$ cat config.mk
export PLATFORM = sky130hd
export DESIGN_NAME = emrt_ext_regs
export DESIGN_NICKNAME = d
export VERILOG_FILES = /design/src/logic/emrt_pkg.sv /design/src/logic/emrt_trim_steps.sv /design/src/logic/emrt_ext_regs.sv
export SDC_FILE = /design/constraint.sdc
export NUM_CORES = 1
export LEC_CHECK = 0
export ABC_AREA = 1
export BUFFER_PORTS_ARGS = -buffer_cell sky130_fd_sc_hd__buf_4
export CAP_MARGIN = 0
export CORE_MARGIN = 2
export CORE_UTILIZATION = 47
export DETAILED_ROUTE_END_ITERATION = 7
export PLACE_DENSITY = 0.83
export SYNTH_ARGS = -nofsm -noshare
export SYNTH_HDL_FRONTEND = slang
export SYNTH_SLANG_ARGS = --single-unit
$ cat constraint.sdc
create_clock -name core_clk -period 2.1 [get_ports core_clk]
set_input_delay 0.42 -clock core_clk [delete_from_list [all_inputs] [get_ports core_clk]]
set_output_delay 0.42 -clock core_clk [all_outputs]
set_load 0.01 [all_outputs]
$ cat src/logic/emrt_pkg.sv
// shared constants, types and carriers for the extended mode register bank
// assumes commands are sampled on core_clk rising edges, one beat per cycle
package emrt_pkg;
   localparam int ADDR_W = 14;
   localparam int DQ_W = 16;
   localparam int STROBE_W = 2;
   localparam int STEP_W = 4;
   localparam logic [1:0] SEL_LOOP = 2'h1;
   localparam logic [1:0] SEL_REFRESH = 2'h2;
   localparam logic [1:0] SEL_THIRD = 2'h3;
   localparam logic [ADDR_W-1:0] EXT_RESET = 14'h0000;
   localparam int LOOP_OFF_BIT = 0;
   localparam int HALF_DRIVE_BIT = 1;
   localparam int TERM_LO_BIT = 2;
   localparam int DELAY_LSB = 3;
   localparam int TERM_HI_BIT = 6;
   localparam int TRIM_LSB = 7;
   localparam int STROBE_COMP_OFF_BIT = 10;
   localparam int OUTPUT_OFF_BIT = 12;
   localparam int PARTIAL_LSB = 0;
   localparam int DCC_BIT = 3;
   localparam int FAST_REFRESH_BIT = 7;
   localparam logic [2:0] TRIM_EXIT = 3'h0;
   localparam logic [2:0] TRIM_DRIVE_HIGH = 3'h1;
   localparam logic [2:0] TRIM_DRIVE_LOW = 3'h2;
   localparam logic [2:0] TRIM_ADJUST = 3'h4;
   localparam logic [2:0] TRIM_DEFAULT = 3'h7;
   localparam logic [1:0] LAST_BEAT = 2'h3;
   localparam logic [STEP_W-1:0] STEP_MAX = 4'hF;
   localparam logic [STEP_W-1:0] STEP_MIN = 4'h0;
   localparam logic [STEP_W-1:0] STEP_DEFAULT = 4'h8;
   // adjust codes are {bit time 0, 1, 2, 3}
   localparam logic [3:0] CODE_UP_INC = 4'h1;
   localparam logic [3:0] CODE_UP_DEC = 4'h2;
   localparam logic [3:0] CODE_DN_INC = 4'h4;
   localparam logic [3:0] CODE_DN_DEC = 4'h8;
   localparam logic [3:0] CODE_BOTH_INC = 4'h5;
   localparam logic [3:0] CODE_UPDEC_DNINC = 4'h6;
   localparam logic [3:0] CODE_UPINC_DNDEC = 4'h9;
   localparam logic [3:0] CODE_BOTH_DEC = 4'hA;

   typedef enum logic [1:0] {STEP_HOLD, STEP_INC, STEP_DEC} emrt_step_t;
   typedef enum logic [1:0] {TRIM_OFF, TRIM_HIGH, TRIM_LOW, TRIM_ADJ}
      emrt_trim_mode_t;
   typedef enum logic [1:0] {TERM_OFF, TERM_75, TERM_150, TERM_50}
      emrt_term_t;
   typedef enum logic {ADJ_IDLE, ADJ_COLLECT} emrt_adj_state_t;

   typedef struct packed {
      logic csN;
      logic rasN;
      logic casN;
      logic weN;
      logic [2:0] ba;
      logic [ADDR_W-1:0] addr;
   } emrt_cmd_t;

   typedef struct packed {
      logic [DQ_W-1:0] dq;
      logic dqOe;
      logic [STROBE_W-1:0] dqs;
      logic dqsOe;
      logic [STROBE_W-1:0] dqsComp;
      logic dqsCompOe;
   } emrt_pins_t;

   typedef struct packed {
      logic loopEnabled;
      logic halfDrive;
      logic [2:0] postedDelay;
      emrt_term_t term;
      logic strobeCompOff;
      logic outputOff;
      logic [2:0] partialArray;
      logic dccControl;
      logic fastRefresh;
   } emrt_config_t;
endpackage

$ cat src/logic/emrt_trim_steps.sv
// saturating pull-up and pull-down driver trim step counters
// assumes apply is a one-cycle pulse carrying decoded step actions
`timescale 1ns/1ps
module emrt_trim_steps
   import emrt_pkg::*;
(
   input wire logic core_clk,
   input wire logic reset_n,
   input wire logic loadDefault,
   input wire logic apply,
   input wire emrt_step_t upAct,
   input wire emrt_step_t downAct,
   output logic [STEP_W-1:0] pullUpStep,
   output logic [STEP_W-1:0] pullDownStep
);
   logic [STEP_W-1:0] step [2];
   emrt_step_t act [2];

   assign act[0] = upAct;
   assign act[1] = downAct;

   for (genvar i = 0; i < 2; i++) begin : g_step
      logic [STEP_W-1:0] next_step;
      always_comb begin
         next_step = step[i];
         if (loadDefault) begin
            next_step = STEP_DEFAULT;
         end else if (apply) begin
            // limits swallow further codes rather than wrapping
            if (act[i] == STEP_INC && step[i] != STEP_MAX) begin
               next_step = step[i] + 4'h1;
            end else if (act[i] == STEP_DEC && step[i] != STEP_MIN) begin
               next_step = step[i] - 4'h1;
            end
         end
      end
      always_ff @(posedge core_clk) begin
         if (!reset_n) begin
            step[i] <= STEP_DEFAULT;
         end else begin
            step[i] <= next_step;
         end
      end
   end

   // one shared pull-up and one shared pull-down setting drive every data driver
   assign pullUpStep = step[0];
   assign pullDownStep = step[1];
endmodule

$ cat src/logic/emrt_ext_regs.sv
// extended mode register bank with driver impedance trim flow
// assumes the controller keeps precharge, cycle time and exit-write order
`timescale 1ns/1ps
module emrt_ext_regs
   import emrt_pkg::*;
(
   input wire logic core_clk,
   input wire logic reset_n,
   input wire logic cke,
   input wire emrt_cmd_t cmd,
   input wire logic allBanksIdle,
   input wire logic selfRefresh,
   input wire logic [DQ_W-1:0] dqIn,
   input wire logic dqBeat,
   output emrt_pins_t pins,
   output emrt_config_t fields,
   output logic loopRunning,
   output emrt_trim_mode_t trimMode,
   output logic [STEP_W-1:0] pullUpStep,
   output logic [STEP_W-1:0] pullDownStep,
   output logic [ADDR_W-1:0] extConfigLoopDriveLatency,
   output logic [ADDR_W-1:0] extConfigRefreshFeatures,
   output logic [ADDR_W-1:0] extConfigReservedThird
);
   logic extWrite;
   logic [1:0] regSel;
   logic [2:0] trimField;
   logic loopWrite;

   // command decode
   assign regSel = cmd.ba[1:0];
   assign extWrite = cke && !cmd.csN && !cmd.rasN && !cmd.casN
      && !cmd.weN && regSel != 2'h0 && allBanksIdle;
   assign loopWrite = extWrite && regSel == SEL_LOOP;
   assign trimField = cmd.addr[TRIM_LSB +: 3];

   // register storage
   logic [ADDR_W-1:0] next_loopReg;
   logic [ADDR_W-1:0] next_refreshReg;
   logic [ADDR_W-1:0] next_thirdReg;

   always_comb begin
      next_loopReg = extConfigLoopDriveLatency;
      next_refreshReg = extConfigRefreshFeatures;
      next_thirdReg = extConfigReservedThird;
      if (loopWrite) begin
         next_loopReg = cmd.addr;
      end
      if (extWrite && regSel == SEL_REFRESH) begin
         next_refreshReg = cmd.addr;
      end
      if (extWrite && regSel == SEL_THIRD) begin
         next_thirdReg = cmd.addr;
      end
   end

   always_ff @(posedge core_clk) begin
      if (!reset_n) begin
         extConfigLoopDriveLatency <= EXT_RESET;
         extConfigRefreshFeatures <= EXT_RESET;
         extConfigReservedThird <= EXT_RESET;
      end else begin
         extConfigLoopDriveLatency <= next_loopReg;
         extConfigRefreshFeatures <= next_refreshReg;
         extConfigReservedThird <= next_thirdReg;
      end
   end

   // field view; the third register has no function and only stores
   always_comb begin
      fields.loopEnabled = !extConfigLoopDriveLatency[LOOP_OFF_BIT];
      fields.halfDrive = extConfigLoopDriveLatency[HALF_DRIVE_BIT];
      fields.postedDelay = extConfigLoopDriveLatency[DELAY_LSB +: 3];
      unique case ({extConfigLoopDriveLatency[TERM_HI_BIT],
                    extConfigLoopDriveLatency[TERM_LO_BIT]})
         2'h1: fields.term = TERM_75;
         2'h2: fields.term = TERM_150;
         2'h3: fields.term = TERM_50;
         default: fields.term = TERM_OFF;
      endcase
      fields.strobeCompOff =
         extConfigLoopDriveLatency[STROBE_COMP_OFF_BIT];
      fields.outputOff = extConfigLoopDriveLatency[OUTPUT_OFF_BIT];
      fields.partialArray =
         extConfigRefreshFeatures[PARTIAL_LSB +: 3];
      fields.dccControl = extConfigRefreshFeatures[DCC_BIT];
      fields.fastRefresh = extConfigRefreshFeatures[FAST_REFRESH_BIT];
   end

   // self refresh parks the loop without touching the stored bit
   assign loopRunning = fields.loopEnabled && !selfRefresh;

   // trim mode and adjust burst capture
   emrt_trim_mode_t next_trimMode;
   emrt_adj_state_t adjState;
   emrt_adj_state_t next_adjState;
   logic [1:0] beatCount;
   logic [1:0] next_beatCount;
   logic [3:0] code;
   logic [3:0] next_code;
   logic loadDefault;
   logic next_loadDefault;
   logic apply;
   logic next_apply;
   emrt_step_t upAct;
   emrt_step_t next_upAct;
   emrt_step_t downAct;
   emrt_step_t next_downAct;
   logic [3:0] fullCode;

   assign fullCode = {code[2:0], dqIn[0]};

   always_comb begin
      next_trimMode = trimMode;
      next_adjState = adjState;
      next_beatCount = beatCount;
      next_code = code;
      next_loadDefault = 1'b0;
      next_apply = 1'b0;
      next_upAct = STEP_HOLD;
      next_downAct = STEP_HOLD;
      if (loopWrite) begin
         next_adjState = ADJ_IDLE;
         next_beatCount = 2'h0;
         unique case (trimField)
            TRIM_DRIVE_HIGH: next_trimMode = TRIM_HIGH;
            TRIM_DRIVE_LOW: next_trimMode = TRIM_LOW;
            TRIM_ADJUST: begin
               next_trimMode = TRIM_ADJ;
               next_adjState = ADJ_COLLECT;
            end
            TRIM_DEFAULT: begin
               next_trimMode = TRIM_OFF;
               next_loadDefault = 1'b1;
            end
            // exit and undefined codes keep the counters as they are
            default: next_trimMode = TRIM_OFF;
         endcase
      end else begin
         unique case (adjState)
            ADJ_IDLE: begin
               next_beatCount = 2'h0;
            end
            ADJ_COLLECT: begin
               if (dqBeat) begin
                  // every data line carries the same code; lane 0 is used
                  next_code = fullCode;
                  next_beatCount = beatCount + 2'h1;
                  if (beatCount == LAST_BEAT) begin
                     next_adjState = ADJ_IDLE;
                     next_apply = 1'b1;
                     unique case (fullCode)
                        CODE_UP_INC: next_upAct = STEP_INC;
                        CODE_UP_DEC: next_upAct = STEP_DEC;
                        CODE_DN_INC: next_downAct = STEP_INC;
                        CODE_DN_DEC: next_downAct = STEP_DEC;
                        CODE_BOTH_INC: begin
                           next_upAct = STEP_INC;
                           next_downAct = STEP_INC;
                        end
                        CODE_UPDEC_DNINC: begin
                           next_upAct = STEP_DEC;
                           next_downAct = STEP_INC;
                        end
                        CODE_UPINC_DNDEC: begin
                           next_upAct = STEP_INC;
                           next_downAct = STEP_DEC;
                        end
                        CODE_BOTH_DEC: begin
                           next_upAct = STEP_DEC;
                           next_downAct = STEP_DEC;
                        end
                        default: begin
                           next_upAct = STEP_HOLD;
                           next_downAct = STEP_HOLD;
                        end
                     endcase
                  end
               end
            end
         endcase
      end
   end

   always_ff @(posedge core_clk) begin
      if (!reset_n) begin
         trimMode <= TRIM_OFF;
         adjState <= ADJ_IDLE;
         beatCount <= 2'h0;
         code <= 4'h0;
         loadDefault <= 1'b0;
         apply <= 1'b0;
         upAct <= STEP_HOLD;
         downAct <= STEP_HOLD;
      end else begin
         trimMode <= next_trimMode;
         adjState <= next_adjState;
         beatCount <= next_beatCount;
         code <= next_code;
         loadDefault <= next_loadDefault;
         apply <= next_apply;
         upAct <= next_upAct;
         downAct <= next_downAct;
      end
   end

   emrt_trim_steps u_trim_steps (
      .core_clk(core_clk),
      .reset_n(reset_n),
      .loadDefault(loadDefault),
      .apply(apply),
      .upAct(upAct),
      .downAct(downAct),
      .pullUpStep(pullUpStep),
      .pullDownStep(pullDownStep)
   );

   // calibration pin drive
   emrt_pins_t next_pins;

   always_comb begin
      next_pins = '0;
      unique case (trimMode)
         TRIM_HIGH: begin
            next_pins.dq = '1;
            next_pins.dqs = '1;
            next_pins.dqsComp = '0;
         end
         TRIM_LOW: begin
            next_pins.dq = '0;
            next_pins.dqs = '0;
            next_pins.dqsComp = '1;
         end
         default: next_pins.dq = '0;
      endcase
      if ((trimMode == TRIM_HIGH || trimMode == TRIM_LOW)
          && !fields.outputOff) begin
         next_pins.dqOe = 1'b1;
         next_pins.dqsOe = 1'b1;
         next_pins.dqsCompOe = !fields.strobeCompOff;
      end
   end

   always_ff @(posedge core_clk) begin
      if (!reset_n) begin
         pins <= '0;
      end else begin
         pins <= next_pins;
      end
   end
endmodule

==> run metrics <==
most common flop cell mapped by yosys=dfxtp_1; layout cells sized above 1=0.286; Residual DRC=0; Comb pwr share=0.049; Post-CTS Hold Buffers=0; cell internal pwr=1.80 mW; Final HPWL DP=5.43 mm; drt via density=4.88; Nets=roughly 560; Final setup viols=0; Slew headroom=0.667; peak supply drop=around 0.00037 V; Final GP Congestion=0.773; CTS H-tree depth=3; P_leak=around 2.0 nW; max-cap viol count=0; Setup Buffers After CTS=0; Top-Level Pins=between 100 and 150; post-synth cell types=23; largest net degree at the start of global routing=22; Rows=29; asr flop ratio synth=0; Final WS setup=~0.21 ns; drt wl/cell=12.3 um; Ys Warns=0; core area=0.00635 mm2; post-cts resize count=0; Skew-Pair Late Insertion Delay=about 0.34 ns; post-layout min period=around 1.9 ns; Final Slew Violations=0; TritonCTS Buffers=9; Die Ht=between 80 and 90 um; clock share of power=0.406; Post-Syn Area=between 0.003 and 0.004 mm2; fmax=530 MHz; Sw Share=0.240; Tcrit/Tclk final=0.898; FF+latch count, synth=between 60 and 70; total track usage=0.214; CTS tree=built; status=finished clean; CP endpoint kind=flip-flop; initial antenna violation count=0; Fin. Hold Viols=0; setup TNS=0 ns; Max Root-Sink Buffers=2; Startpoint Class=flip-flop; CP Class=flip-flop to flip-flop; Worst Hold Class=input port to flip-flop; sw power=0.568 mW; grt ovf=0; clock skew=between 0.007 and 0.008 ns; Syn Area/Cell=7.31 um2; Gate Count Post-Synth=~420; Vias=roughly 2.9k; dpl ws=approximately 0.2 ns; Fin Hold WS=about 0.29 ns; Slew @ Worst Pin=0.498 ns; syn_nets=roughly 470; Die X=between 80 and 90 um; final wirelength=between 7 and 8 mm; Routed Antenna Nets=0; sequential fraction of design power=0.545; die outline area=~0.0072 mm2; CP Max Fanout=6; RSZ-0062 raised after global routing=false; vias in the first global route=a little under 3k; post-synthesis sequential area ratio=0.441; WP data arrival=~2.1 ns; Starting Density=0.486; Clk pin slew, worst setup/hold paths=about 0.07 ns; number of DRC markers in iteration 0=between 100 and 150; CTS root buffer=clkbuf_8; CTS sink count=68; n_diodes=0; power per cell area=slightly below 600 mW/mm2; EDFF count, synth=0; Req. time, crit path=2.31 ns; synth-to-layout area growth=28.9%; Pwr Total=around 2.4 mW; PortBufs=around 120; first-pass GRT wire length=12.5 mm; DR pass1 iterations=4
[registers in the layout, indices dropped and copies added, names as in the netlist]
register	count
apply	1
code	3
extConfigRefreshFeatures	14
downAct	2
adjState	1
extConfigReservedThird	14
extConfigLoopDriveLatency	14
beatCount	2
loadDefault	1
trimMode	2
pins	4
u_trim_steps.step	8
upAct	2
[routing by layer]
layer | up-vias | wire [um] | GRT usage
met3 | 15 | 725 | 0.0759
met1 | 1286 | 3000 | 0.251
met4 | 0 | 132 | 0.0952
met5 | - | 0 | 0
li1 | 1468 | - | -
met2 | 127 | 3440 | 0.352
[placed cells by master, fill, tap and decap left out]
cell and instances:
nor4_1 1, nand2_2 3, ha_1 7, dfxtp_1 68, nor3_2 1, nor3_4 1
a21oi_1 18, clkbuf_1 1, buf_4 122, o21ai_1 1, inv_1 39, nor2_4 2
or2_2 1, clkbuf_8 10, nor3_1 2, inv_6 1, nand2_1 101, clkinv_2 1
inv_2 2, clkinvlp_4 3, nand3_1 35, nor2_1 67, fa_1 2, o21ai_0 25
nand3_2 1, xor2_1 2
[power groups by stage]
| stage | combinational (mW) | sequential [mW] | clock (mW) |
|---|---|---|---|
| 2_1_floorplan | 0.0450 | 1.32 | 0 |
| 3_3_place_gp | 0.113 | 1.32 | 0 |
| 5_1_grt | 0.128 | 1.29 | 1.04 |
| 4_1_cts | 0.115 | 1.29 | 0.979 |
| 6_report | 0.116 | 1.29 | 0.963 |
| 3_5_place_dp | 0.115 | 1.32 | 0 |
[logic make-up (layout without fill, tap and decap cells)]
family,after synthesis,after routing,synth area share
AO/OA/AOI/OAI,44,44,0.0714
XOR/XNOR,2,2,0.00568
adder cells (fa/ha/maj),9,9,0.0414
buffers and inverters,84,179,0.146
flip-flops,68,68,0.441
AND/OR/NAND/NOR,215,215,0.294
[stage by stage]
stage,util,std cells,cell area [um2]
global route,0.626,594,3980
CTS,0.626,594,3980
finish,0.626,594,3980
floorplan,-,422,3080
detailed placement,0.598,578,3800
global placement,0.598,578,3800
[synthesized netlist by cell type, types with 3 or more instances]
master    count  area, um2
nand3_1      35        175
inv_1        39        146
dfxtp_1      68       1360
ha_1          7       87.6
nand2_2       3       18.8
o21ai_0      26        130
clkbuf_1      6       22.5
buf_2         4       20.0
buf_4        31        233
a21oi_1      18       90.1
nand2_1     101        379
nor2_1       67        251
[path summary, 6_finish.rpt]
| kind | start | end | slack (ns) | depth (start not counted) |
|---|---|---|---|---|
| max | u_trim_steps.step[1][1]$_SDFFE_PP0P_ | u_trim_steps.step[1][3]$_SDFFE_PP1P_ | 0.21 | 11 |
| min reg2reg | extConfigLoopDriveLatency[8]$_SDFFE_PN0P_ | extConfigLoopDriveLatency[8]$_SDFFE_PN0P_ | 0.45 | 2 |
| max reg2reg | u_trim_steps.step[1][1]$_SDFFE_PP0P_ | u_trim_steps.step[1][3]$_SDFFE_PP1P_ | 0.21 | 11 |
| min | cmd[13] | extConfigLoopDriveLatency[13]$_SDFFE_PN0P_ | 0.29 | 3 |
[area by class of cell]
| cell class | count | area, um2 |
|---|---|---|
| fill | 553 | 2370 |
| sequential | 68 | 1360 |
| multi-input combinational | 270 | 1270 |
| timing repair buffer | 122 | 916 |
| inverter | 41 | 154 |
| clock buffer | 11 | 141 |
| tap | 77 | 96.3 |
| clock inverter | 5 | 36.3 |
[worst max-delay path: stages, from the launching register on]
cell	delay, ns
dfxtp_1	0.45
nand2_1	0.11
o21ai_0	0.33
ha_1	0.35
nand2_1	0.09
nand2_1	0.05
nor2_1	0.13
inv_1	0.05
nand2_1	0.06
nand2_1	0.04
nand2_1	0.05
nand3_1	0.05
(Power assumes the default switching activity.)
